**src/smc_params.svh**
```systemverilog
// Constants for the supply monitor control block
`ifndef SMC_PARAMS_SVH
`define SMC_PARAMS_SVH

// Register indices, byte address is four times the index
`define SMC_IDX_DET_CTRL       4'h0
`define SMC_IDX_DET_LEVEL      4'h1
`define SMC_IDX_WARN_CTRL      4'h8
`define SMC_IDX_WARN_IRQ_CTRL  4'h9
`define SMC_IDX_WARN_FLAGS     4'ha
`define SMC_IDX_WARN_STATUS    4'hb

// Field positions
`define SMC_POS_SAMPLE_RATE    4
`define SMC_POS_RUN_MODE       2
`define SMC_POS_SLEEP_MODE     0
`define SMC_POS_LEVEL          0
`define SMC_POS_OFFSET         0
`define SMC_POS_DIRECTION      1
`define SMC_POS_IRQ_ENABLE     0
`define SMC_POS_IRQ_FLAG       0
`define SMC_POS_BELOW_STATUS   0

// Reset values of register fields not loaded from fuses
`define SMC_RST_OFFSET         2'h0
`define SMC_RST_DIRECTION      2'h0
`define SMC_RST_IRQ_ENABLE     1'h0
`define SMC_RST_IRQ_FLAG       1'h0
`define SMC_RST_BELOW_STATUS   1'h0

// Timing
`define SMC_CLK_HZ             50000000
`define SMC_SAMPLE_FAST_HZ     1000
`define SMC_SAMPLE_SLOW_HZ     125
`define SMC_SAMPLE_CYC_FAST    (`SMC_CLK_HZ / `SMC_SAMPLE_FAST_HZ)
`define SMC_SAMPLE_CYC_SLOW    (`SMC_CLK_HZ / `SMC_SAMPLE_SLOW_HZ)
`define SMC_SAMPLE_CNT_W       19
`define SMC_UNLOCK_WINDOW      3'h4

`endif

```
**src/smc_pkg.sv**
```systemverilog
// Types for the supply monitor control block
package smc_pkg;
	`include "smc_params.svh"

	typedef enum logic [1:0] {
		SMC_MODE_DIS  = 2'h0,
		SMC_MODE_CONT = 2'h1,
		SMC_MODE_SAMP = 2'h2,
		SMC_MODE_HOLD = 2'h3
	} smc_mode_t;

	typedef enum logic [1:0] {
		SMC_DIR_BELOW = 2'h0,
		SMC_DIR_ABOVE = 2'h1,
		SMC_DIR_CROSS = 2'h2,
		SMC_DIR_RSVD  = 2'h3
	} smc_dir_t;

	typedef enum logic [1:0] {
		SMC_ST_LOAD = 2'b01,
		SMC_ST_RUN  = 2'b10
	} smc_fsm_t;

	typedef struct packed {
		logic        cyc;
		logic        stb;
		logic        we;
		logic [7:0]  adr;
		logic [3:0]  sel;
		logic [31:0] dat;
	} smc_wb_req_t;

	typedef struct packed {
		logic        ack;
		logic [31:0] dat;
	} smc_wb_rsp_t;

	typedef struct packed {
		logic       sample_rate;
		logic [1:0] run_mode;
		logic [1:0] sleep_mode;
		logic [2:0] level;
	} smc_fuse_t;

	typedef struct packed {
		logic f1;
		logic f2;
		logic f3;
		logic lvl;
	} smc_sync_st_t;

	typedef struct packed {
		logic [`SMC_SAMPLE_CNT_W-1:0] cnt;
		logic                         tick;
	} smc_smp_st_t;

	typedef struct packed {
		smc_fsm_t   fsm;
		logic       sample_rate;
		smc_mode_t  run_mode;
		smc_mode_t  sleep_mode;
		logic [2:0] level;
		logic [1:0] offset;
		smc_dir_t   direction;
		logic       irq_en;
		logic       irq_flag;
		logic       below;
		logic       prev_below;
		logic       seen;
		logic [2:0] unlock_cnt;
		logic       ack;
		logic [7:0] rdata;
		logic       irq;
		logic       det_en;
		logic       det_sampled;
		logic       exec_hold;
	} smc_top_st_t;
endpackage : smc_pkg

```
**src/smc_sampler.sv**
```systemverilog
// Sample tick generator for sampled detector mode
`timescale 1ns/1ps
`default_nettype none
module smc_sampler
	import smc_pkg::*;
#(
	parameter int P_CYC_FAST = `SMC_SAMPLE_CYC_FAST,
	parameter int P_CYC_SLOW = `SMC_SAMPLE_CYC_SLOW
) (
	input  wire logic i_clk,
	input  wire logic i_nrst,
	input  wire logic i_run,
	input  wire logic i_slow,
	output logic      o_tick
);
	localparam logic [`SMC_SAMPLE_CNT_W-1:0] LAST_FAST =
		`SMC_SAMPLE_CNT_W'(P_CYC_FAST - 1);
	localparam logic [`SMC_SAMPLE_CNT_W-1:0] LAST_SLOW =
		`SMC_SAMPLE_CNT_W'(P_CYC_SLOW - 1);

	smc_smp_st_t st_ff;
	smc_smp_st_t nxt_st;
	logic [`SMC_SAMPLE_CNT_W-1:0] last;

	always_comb begin
		last        = i_slow ? LAST_SLOW : LAST_FAST;
		nxt_st      = st_ff;
		nxt_st.tick = 1'b0;
		if (!i_run) begin
			nxt_st.cnt = '0;
		end else if (st_ff.cnt >= last) begin
			nxt_st.cnt  = '0;
			nxt_st.tick = 1'b1;
		end else begin
			nxt_st.cnt = st_ff.cnt + `SMC_SAMPLE_CNT_W'(1);
		end
	end

	always_ff @(posedge i_clk or negedge i_nrst) begin
		if (!i_nrst) begin
			st_ff <= '0;
		end else begin
			st_ff <= nxt_st;
		end
	end

	assign o_tick = st_ff.tick;
endmodule : smc_sampler
`default_nettype wire

```
**src/smc_sync.sv**
```systemverilog
// Three-stage input synchroniser with agreement filter
`timescale 1ns/1ps
`default_nettype none
module smc_sync
	import smc_pkg::*;
(
	input  wire logic i_clk,
	input  wire logic i_nrst,
	input  wire logic i_async,
	output logic      o_level
);
	smc_sync_st_t st_ff;
	smc_sync_st_t nxt_st;

	always_comb begin
		nxt_st     = st_ff;
		nxt_st.f1  = i_async;
		nxt_st.f2  = st_ff.f1;
		nxt_st.f3  = st_ff.f2;
		// Accept a change once stages two and three agree
		if (st_ff.f2 == st_ff.f3) begin
			nxt_st.lvl = st_ff.f3;
		end
	end

	always_ff @(posedge i_clk or negedge i_nrst) begin
		if (!i_nrst) begin
			st_ff <= '0;
		end else begin
			st_ff <= nxt_st;
		end
	end

	assign o_level = st_ff.lvl;
endmodule : smc_sync
`default_nettype wire

```
**src/smc_top.sv**
```systemverilog
// Supply monitor control: registers, mode select and warning logic
`timescale 1ns/1ps
`default_nettype none
module smc_top
	import smc_pkg::*;
#(
	parameter int P_CYC_FAST = `SMC_SAMPLE_CYC_FAST,
	parameter int P_CYC_SLOW = `SMC_SAMPLE_CYC_SLOW
) (
	input  wire logic        i_clk,
	input  wire logic        i_nrst,
	input  wire smc_wb_req_t i_wb,
	output smc_wb_rsp_t      o_wb,
	input  wire smc_fuse_t   i_fuse,
	input  wire logic        i_unlock,
	input  wire logic        i_deep_sleep,
	input  wire logic        i_warn_below,
	input  wire logic        i_det_ready,
	output logic             o_det_enable,
	output logic             o_det_sampled,
	output logic             o_sample_strobe,
	output logic [2:0]       o_det_threshold,
	output logic [1:0]       o_warn_offset,
	output logic             o_exec_hold,
	output logic             o_warn_irq
);
	smc_top_st_t st_ff;
	smc_top_st_t nxt_st;

	logic        below_sync;
	logic        ready_sync;
	logic        tick;
	logic        tick_ff;
	logic        req;
	logic        wr;
	logic        rd;
	logic        mapped;
	logic [3:0]  idx;
	logic [7:0]  wbyte;
	smc_mode_t   mode;
	logic        enabled;
	logic        sampled;
	logic        evaluate;
	logic        fall;
	logic        rise;
	logic        trigger;
	logic        flag_set;
	logic        flag_clr;
	logic [7:0]  rd_mux;
	logic [15:0] hit;
	logic        unlocked;
	logic        wr_live;
	logic        wr_flags;
	logic        sleep_ff;

	// Comparator outputs come from the analog side
	smc_sync u_below_sync (
		.i_clk   (i_clk),
		.i_nrst  (i_nrst),
		.i_async (i_warn_below),
		.o_level (below_sync)
	);

	smc_sync u_ready_sync (
		.i_clk   (i_clk),
		.i_nrst  (i_nrst),
		.i_async (i_det_ready),
		.o_level (ready_sync)
	);

	smc_sampler #(
		.P_CYC_FAST (P_CYC_FAST),
		.P_CYC_SLOW (P_CYC_SLOW)
	) u_sampler (
		.i_clk  (i_clk),
		.i_nrst (i_nrst),
		.i_run  (sampled),
		.i_slow (st_ff.sample_rate),
		.o_tick (tick)
	);

	// Bus decode
	always_comb begin
		req    = i_wb.cyc & i_wb.stb & ~st_ff.ack;
		wr     = req & i_wb.we & i_wb.sel[0];
		rd     = req & ~i_wb.we;
		idx    = i_wb.adr[5:2];
		wbyte  = i_wb.dat[7:0];
		mapped = (i_wb.adr[7:6] == 2'h0) && (i_wb.adr[1:0] == 2'h0);
	end

	// One select line per register index
	for (genvar g = 0; g < 16; g++) begin : g_hit
		assign hit[g] = mapped & (idx == 4'(g));
	end

	// Write qualifiers
	always_comb begin
		wr_live  = wr & mapped & (st_ff.fsm == SMC_ST_RUN);
		wr_flags = wr & hit[`SMC_IDX_WARN_FLAGS];
		unlocked = st_ff.unlock_cnt != 3'h0;
	end

	// Effective detector mode
	always_comb begin
		if (st_ff.fsm != SMC_ST_RUN) begin
			mode = SMC_MODE_DIS;
		end else if (i_deep_sleep) begin
			mode = st_ff.sleep_mode;
		end else begin
			mode = st_ff.run_mode;
		end
		case (mode)
			SMC_MODE_DIS: begin
				enabled = 1'b0;
				sampled = 1'b0;
			end
			SMC_MODE_CONT: begin
				enabled = 1'b1;
				sampled = 1'b0;
			end
			SMC_MODE_SAMP: begin
				enabled = 1'b1;
				sampled = 1'b1;
			end
			SMC_MODE_HOLD: begin
				// Reserved in deep sleep, treated as off
				enabled = ~i_deep_sleep;
				sampled = 1'b0;
			end
			default: begin
				enabled = 1'b0;
				sampled = 1'b0;
			end
		endcase
		evaluate = enabled & (~sampled | tick);
	end

	// Warning trigger detection
	always_comb begin
		fall = ~st_ff.prev_below & below_sync;
		rise = st_ff.prev_below & ~below_sync;
		case (st_ff.direction)
			SMC_DIR_BELOW: trigger = fall;
			SMC_DIR_ABOVE: trigger = rise;
			SMC_DIR_CROSS: trigger = fall | rise;
			SMC_DIR_RSVD:  trigger = 1'b0;
			default:       trigger = 1'b0;
		endcase
		// First evaluation only seeds the previous level
		flag_set = evaluate & st_ff.seen & trigger;
		flag_clr = wr_flags & wbyte[`SMC_POS_IRQ_FLAG];
	end

	// Read data
	always_comb begin
		rd_mux = 8'h00;
		case (idx)
			`SMC_IDX_DET_CTRL: begin
				rd_mux[`SMC_POS_SAMPLE_RATE]       = st_ff.sample_rate;
				rd_mux[`SMC_POS_RUN_MODE +: 2]     = st_ff.run_mode;
				rd_mux[`SMC_POS_SLEEP_MODE +: 2]   = st_ff.sleep_mode;
			end
			`SMC_IDX_DET_LEVEL: begin
				rd_mux[`SMC_POS_LEVEL +: 3] = st_ff.level;
			end
			`SMC_IDX_WARN_CTRL: begin
				rd_mux[`SMC_POS_OFFSET +: 2] = st_ff.offset;
			end
			`SMC_IDX_WARN_IRQ_CTRL: begin
				rd_mux[`SMC_POS_DIRECTION +: 2] = st_ff.direction;
				rd_mux[`SMC_POS_IRQ_ENABLE]     = st_ff.irq_en;
			end
			`SMC_IDX_WARN_FLAGS: begin
				rd_mux[`SMC_POS_IRQ_FLAG] = st_ff.irq_flag;
			end
			`SMC_IDX_WARN_STATUS: begin
				rd_mux[`SMC_POS_BELOW_STATUS] = st_ff.below;
			end
			default: begin
				rd_mux = 8'h00;
			end
		endcase
		if (!mapped) begin
			rd_mux = 8'h00;
		end
	end

	// Next state
	always_comb begin
		nxt_st     = st_ff;
		nxt_st.ack = req;
		if (rd) begin
			nxt_st.rdata = rd_mux;
		end

		// Fuse load once after reset release
		case (st_ff.fsm)
			SMC_ST_LOAD: begin
				nxt_st.sample_rate = i_fuse.sample_rate;
				nxt_st.run_mode    = smc_mode_t'(i_fuse.run_mode);
				nxt_st.sleep_mode  = smc_mode_t'(i_fuse.sleep_mode);
				nxt_st.level       = i_fuse.level;
				nxt_st.fsm         = SMC_ST_RUN;
			end
			SMC_ST_RUN: begin
				nxt_st.fsm = SMC_ST_RUN;
			end
			default: begin
				nxt_st.fsm = SMC_ST_LOAD;
			end
		endcase

		// Unlock window, counted in clock cycles
		if (i_unlock) begin
			nxt_st.unlock_cnt = `SMC_UNLOCK_WINDOW;
		end else if (st_ff.unlock_cnt != 3'h0) begin
			nxt_st.unlock_cnt = st_ff.unlock_cnt - 3'h1;
		end

		// Register writes
		if (wr_live) begin
			case (idx)
				`SMC_IDX_DET_CTRL: begin
					// Sample rate and run mode ignore writes
					if (unlocked) begin
						nxt_st.sleep_mode = smc_mode_t'(
							wbyte[`SMC_POS_SLEEP_MODE +: 2]);
						nxt_st.unlock_cnt = 3'h0;
					end
				end
				`SMC_IDX_WARN_CTRL: begin
					nxt_st.offset = wbyte[`SMC_POS_OFFSET +: 2];
				end
				`SMC_IDX_WARN_IRQ_CTRL: begin
					nxt_st.direction = smc_dir_t'(
						wbyte[`SMC_POS_DIRECTION +: 2]);
					nxt_st.irq_en = wbyte[`SMC_POS_IRQ_ENABLE];
				end
				default: begin
					nxt_st.offset = st_ff.offset;
				end
			endcase
		end

		// Comparator evaluation
		if (evaluate) begin
			nxt_st.below      = below_sync;
			nxt_st.prev_below = below_sync;
			nxt_st.seen       = 1'b1;
		end else if (!enabled) begin
			nxt_st.seen = 1'b0;
		end
		// Entering or leaving deep sleep restarts the comparison history
		if (i_deep_sleep != sleep_ff) begin
			nxt_st.seen = 1'b0;
		end

		// Set wins over clear
		nxt_st.irq_flag = (st_ff.irq_flag & ~flag_clr) | flag_set;

		// Registered outputs
		nxt_st.irq         = nxt_st.irq_en & nxt_st.irq_flag;
		nxt_st.det_en      = enabled;
		nxt_st.det_sampled = sampled;
		nxt_st.exec_hold   = (st_ff.fsm == SMC_ST_RUN) & ~i_deep_sleep &
			(st_ff.run_mode == SMC_MODE_HOLD) & ~ready_sync;
	end

	always_ff @(posedge i_clk or negedge i_nrst) begin
		if (!i_nrst) begin
			st_ff <= '{
				fsm:         SMC_ST_LOAD,
				sample_rate: 1'b0,
				run_mode:    SMC_MODE_DIS,
				sleep_mode:  SMC_MODE_DIS,
				level:       3'h0,
				offset:      `SMC_RST_OFFSET,
				direction:   SMC_DIR_BELOW,
				irq_en:      `SMC_RST_IRQ_ENABLE,
				irq_flag:    `SMC_RST_IRQ_FLAG,
				below:       `SMC_RST_BELOW_STATUS,
				prev_below:  1'b0,
				seen:        1'b0,
				unlock_cnt:  3'h0,
				ack:         1'b0,
				rdata:       8'h00,
				irq:         1'b0,
				det_en:      1'b0,
				det_sampled: 1'b0,
				exec_hold:   1'b0
			};
			tick_ff <= 1'b0;
		end else begin
			st_ff   <= nxt_st;
			tick_ff <= tick & sampled;
		end
	end

	// Sleep state of the previous cycle
	always_ff @(posedge i_clk or negedge i_nrst) begin
		if (!i_nrst) begin
			sleep_ff <= 1'b0;
		end else begin
			sleep_ff <= i_deep_sleep;
		end
	end

	always_comb begin
		o_wb.ack        = st_ff.ack;
		o_wb.dat        = {24'h000000, st_ff.rdata};
		o_det_enable    = st_ff.det_en;
		o_det_sampled   = st_ff.det_sampled;
		o_sample_strobe = tick_ff;
		o_det_threshold = st_ff.level;
		o_warn_offset   = st_ff.offset;
		o_exec_hold     = st_ff.exec_hold;
		o_warn_irq      = st_ff.irq;
	end
endmodule : smc_top
`default_nettype wire

```
**config.mk**
```make
export PLATFORM = sky130hd
export DESIGN_NAME = smc_top
export DESIGN_NICKNAME = d
export VERILOG_FILES = /design/src/smc_pkg.sv /design/src/smc_sampler.sv /design/src/smc_sync.sv /design/src/smc_top.sv
export VERILOG_INCLUDE_DIRS = /design/src
export SDC_FILE = /design/constraint.sdc
export NUM_CORES = 1
export LEC_CHECK = 0
export ABC_AREA = 1
export BUFFER_PORTS_ARGS = -buffer_cell sky130_fd_sc_hd__buf_2
export CAP_MARGIN = 20
export CORE_ASPECT_RATIO = 0.8
export CORE_MARGIN = 1
export CORE_UTILIZATION = 53
export DETAILED_ROUTE_END_ITERATION = 10
export PLACE_DENSITY = 0.78
export SLEW_MARGIN = 20
export SYNTH_ARGS = -nofsm -noshare
export SYNTH_HDL_FRONTEND = slang
export SYNTH_SLANG_ARGS = --single-unit
```
**constraint.sdc**
```tcl
create_clock -name i_clk -period 2.3 [get_ports i_clk]
set_input_delay 0.23 -clock i_clk [delete_from_list [all_inputs] [get_ports i_clk]]
set_output_delay 0.23 -clock i_clk [all_outputs]
set_load 0.005 [all_outputs]
```
Word level (Yosys, flattened, before mapping)
Cells that the tools add are included.
{"block": "classes", "n_eq_ne": 19, "mux": 30, "n_lt_le_gt_ge": 1, "reduce_logical": 12, "n_bitwise": 32, "add_sub_neg": 2}
{"op": "$mux W19", "count": 3}
{"op": "$and A1 B1 Y1", "count": 21}
{"op": "$add A19 B1 Y19 const B", "count": 1}
{"op": "$ge A19 B19 Y1", "count": 1}
{"op": "$eq A4 B4 Y1 const B", "count": 4}
{"op": "$mux W3", "count": 5}
{"op": "$mux W2", "count": 7}
{"op": "$eq A2 B2 Y1 const B", "count": 6}
{"op": "$mux W5", "count": 2}
{"op": "$logic_not A2 Y1", "count": 4}
{"op": "$not A1 Y1", "count": 8}
{"op": "$pmux W1 S4", "count": 2}
{"op": "$mux W1", "count": 7}
{"op": "$eq A2 B1 Y1 const B", "count": 3}
{"op": "$pmux W1 S3", "count": 2}
{"op": "$pmux W1 S6", "count": 1}
{"op": "$eq A4 B1 Y1 const B", "count": 1}
{"op": "$logic_not A4 Y1", "count": 1}
{"op": "$reduce_and A2 Y1", "count": 2}
{"op": "$reduce_or A2 Y1", "count": 2}
{"op": "$ne A3 B1 Y1 const B", "count": 1}
{"op": "$or A1 B1 Y1", "count": 3}
{"op": "$reduce_bool A3 Y1", "count": 1}
{"op": "$reduce_or A3 Y1", "count": 1}
{"op": "6 further kinds", "count": 7}
{"block": "word_totals", "regBits": 64, "wordCells": 126}

Longest topological paths before layout
{"block": "logic_depth", "word_depth": 12, "depth_mapped": 13, "depth_no_buf": 13}

Hierarchy
From an unflattened synthesis, not the netlist that was laid out.
{"block": "unflattened", "cells_unflattened": 501, "area_unflattened_um2": 3821.2}
{"mod": "smc_top", "cells_each": 268, "area_each_um2": 2094.5, "instances": 1}
{"mod": "smc_sampler", "cells_each": 217, "area_each_um2": 1493.9, "instances": 1}
{"mod": "smc_sync", "cells_each": 8, "area_each_um2": 116.4, "instances": 2}

Least setup slack after synthesis
OpenSTA, ideal clock, no wires.
{"block": "synth_timing", "path_kind": "register -> register", "from": "register st_ff[33] (netlist name)", "to": "register st_ff (netlist bit o_warn_irq)", "setup_time_ns": 0.121, "t_required_ns": 2.179, "slack_ns": 0.327, "stages_incl_launch_ff": 14, "arrival_ns": 1.852, "period_less_slack_ns": 1.973, "cell_sequence": "dfstp_2 > inv_1 > ha_1 > inv_1 > nor3_1 > inv_1 > ha_1 > clkinv_1 > nor2_1 > nor2_1 > nand3_1 > nand2_1 > inv_1 > nor2_1"}
{"item": "start: declaration", "line_no": "smc_top.sv:27", "text": "smc_top_st_t st_ff;"}
{"item": "start signal: assignment", "line_no": "smc_top.sv:272", "text": "st_ff <= '{"}
{"item": "start signal: assignment", "line_no": "smc_top.sv:295", "text": "st_ff <= nxt_st;"}

==> flow_summary.yaml <==
run_status:
  status: "finished, final reports clean"
worst_setup_path:
  critical_path.slowest_cell: "dfstp_2"
  r2r_cells: 13
  critPathTopFamily: "simple AND/OR/NAND/NOR gates"
  startpoint_type: "flip-flop"
  criticalPathCategory: "flip-flop to flip-flop"
  end_kind: "flip-flop"
  r2r_start: "st_ff[33]"
  cpPeakStageDelay_ps: 530
  reg2reg_to: "o_warn_irq"
  cp_max_fo: 4
  cp_num_buf_inv: 4
  worstPathCellList: "inv_1 -> ha_1 -> inv_2 -> a21oi_1 -> ha_1 -> inv_1 -> nand2_1 -> nand2_1 -> nor2_2 -> nand3_1 -> nand2_1 -> inv_1 -> nor2_1"
  reg2reg_slack_ps: 210
  critPathArrivalTime_ps: 2360
  cp_data_required_time_ps: 2580
floorplan:
  die_x_um: 95.21
  row_count: 26
  start_util_pct: 56.33
  die_h_um: 76.57
  fp.coreArea_um2: 6539
  dieArea_um2: 7289
  ios: 104
sta:
  fin_crit_ps: 2085
  clock.fmax_mhz: 479.6
  finalMaxSlewViolations: 0
  relSlewSlack_pct: 49.75
  tns_ps: 0
  fin_skew_ps: 9.625
  hold_viol: 0
  setup_violations: 0
  tightest_slew_ps: 753.7
  grt_setup_unrepaired: "false"
  period_share_pct: 90.66
clock_network:
  cts_setup_buffers: 0
  cts_made_buffers: 9
  max-clock-path-buffers: 2
  cts.sinks: 61
  root_buffer: "clkbuf_8"
  insertion_delay_ps: 350
  cts_max_level: 3
  tritoncts: "done"
  path_clk_slew_ps: 80
detailed_routing:
  drt-pass1-iter-count: 5
  drc: 0
  routedLengthMet1_mm: 3.609
  routed_wl_mm: 7.493
  routedWlPerCell_um: 12.09
  ant_nets: 0
  drt_iter0_markers: 212
  via_per_inst: 5.058
  wl_met3_um: 524
  met2_length_mm: 3.272
  vias: 3136
  highest_layer: "met4"
place:
  dpl_cell_area_um2: 3825
  io_buffer_count: 44
  place_congestion: 0.9357
  dp_hpwl_mm: 5.575
  dpl.cell_count: 602
yosys:
  synth-seq-cells: 61
  syn-cell-area_um2: 3684
  synth_top_area_cell: "dfrtp_1"
  yosysWarnings: 0
  yosysUniqueCellTypes: 34
  synthCells: 486
  synth_top_area_share_pct: 40.76
  syn_area_per_cell_um2: 7.579
  ys_top_cells_by_area: "dfrtp_1, nand2_1, buf_4"
  yosysSeqAreaShare_pct: 41.47
power:
  ir_worst_vdd_v: 0.0003354
  p_leak_nw: 2.150
  p_per_area_nw_per_um2: 627.5
cells_and_area:
  drive_gt1_share_pct: 15.11
  nFillCells: 567
  final_area_um2: 4056
  fin_nets: 611
  syn_to_final_growth_pct: 10.12
  antenna_cells: 0
  fin_cells: 620
global_route:
  grt_pass1_vias: 2774
  grt_pass1_wl_mm: 12.69
  grt_max_degree: 62
  grt.total_usage_pct: 22.62
  grt_overflow_total: 0
  antenna_found_initial: 0
hold_path:
  hold_path.class: "primary input to asynchronous set/reset pin"
job:
  max_cap_violations: 0
state kept, by name, summed over array words and instances (netlist names), 2 cells and up:
register / count
o_det_threshold: 3
o_warn_offset: 2
o_wb: 6
st_ff: 16
u_below_sync.nxt_st: 2
u_ready_sync.nxt_st: 2
u_sampler.st_ff: 19
per-layer routing:
metal	vias to the layer above	track usage, %
met2	112	33.14
met4	0	6.818
met5	-	0
li1	1568	-
met1	1448	32.73
met3	8	5.689
cells in the final DEF, fill, tap and decap left out, drive strengths merged, types with 2 or more instances in the layout:
cell type,count
nand3b,2
maj3,2
o21bai,2
a21boi,2
o21ai,27
nand3,35
dlygate4sd3,2
a31oi,3
conb,27
nand2,122
a21oi,11
nand4,8
clkinvlp,2
nor2,68
o211ai,2
or2,2
clkbuf,9
dfrtp,60
xor2,2
inv,69
ha,19
nor3,8
buf,47
worst max-delay path by stage:
stage | from | end | slack [ps] | cells past startpoint
final | st_ff[33] | o_warn_irq | 210 | 13
after global routing | st_ff[32] | u_sampler.st_ff[10] | 30 | 9
after CTS | st_ff[33] | o_warn_irq | 130 | 13
after global placement | st_ff[33] | o_warn_irq | 250 | 13
after floorplan | st_ff[33] | o_warn_irq | 330 | 13
after detailed placement | st_ff[33] | o_warn_irq | 150 | 13
worst reg2reg max path: stages, from the launching register on:
cell	delay, ps
dfstp_2	530
inv_1	40
ha_1	240
inv_2	130
a21oi_1	90
ha_1	290
inv_1	40
nand2_1	50
nand2_1	100
nor2_2	140
nand3_1	110
nand2_1	100
inv_1	40
nor2_1	110
cell usage after synthesis:
cell and n:
nand3_2 1, nor4_1 1, nand2_1 121, a21boi_0 2, or2_2 2, inv_1 63, maj3_1 2, conb_1 1
inv_2 2, dfstp_2 1, xor2_1 2, ha_1 19, dfrtp_1 60, nor3_4 1, nor2_1 63, nand2_2 1
a21oi_1 11, nor3_2 1, a31oi_1 3, nor2_2 5, buf_6 1, clkinv_1 1, nand3_1 34, nor3_1 6
o21ai_0 26, clkbuf_1 2, o21bai_1 2, o211ai_1 2, o21a_1 1, nand4_1 7, buf_4 38, o21ai_1 1
nand3b_1 2, nand4_4 1
power by group:
group	internal, mW	switching (mW)	total (mW)
Clock	0.515	0.478	0.992
Sequential	1.15	0.0489	1.20
Combinational	0.138	0.218	0.357
kinds of logic after synthesis:
kind of cell	count (synthesis)	share of synthesized area, %
compound gates	48	7.099
xor+xnor	2	0.4756
fa+ha+maj	21	6.997
buf+inv	107	14.98
flops	61	41.47
other cells	1	0.1018
simple gates	246	28.87
final cells by class:
type                       instances  area (µm²)  share of cell area [%]
clock buffer                       9       123.9                   3.054
clock inverter                     7       80.08                   1.974
inverter                          66       247.7                   6.107
multi-input combinational        344        1709                   42.13
sequential                        61        1528                   37.66
tap                               84       105.1                   2.591
timing repair buffer              49       262.8                   6.477
per-stage QoR:
| stage | total power, mW | utilization (%) | worst slack, ps | hold slack, ps |
|---|---|---|---|---|
| floorplan | 1.471 | - | 327.1 | -65.59 |
| global placement | 1.544 | 58.50 | 248.8 | 333.3 |
| detailed placement | 1.572 | 58.50 | 149.4 | 335.5 |
| CTS | 2.569 | 61.92 | 131.0 | 52.46 |
| global route | 2.681 | 62.04 | 29.70 | 54.82 |
| finish | 2.546 | 62.04 | 214.8 | 26.76 |
timing repair:
item / in CTS / in global routing
gates resized for setup: 0 / 3
hold buffers: 2 / 0
setup endpoints to repair: 0 / 1
endpoints found under the hold margin: 2 / 0
(Power assumes the default switching activity.)
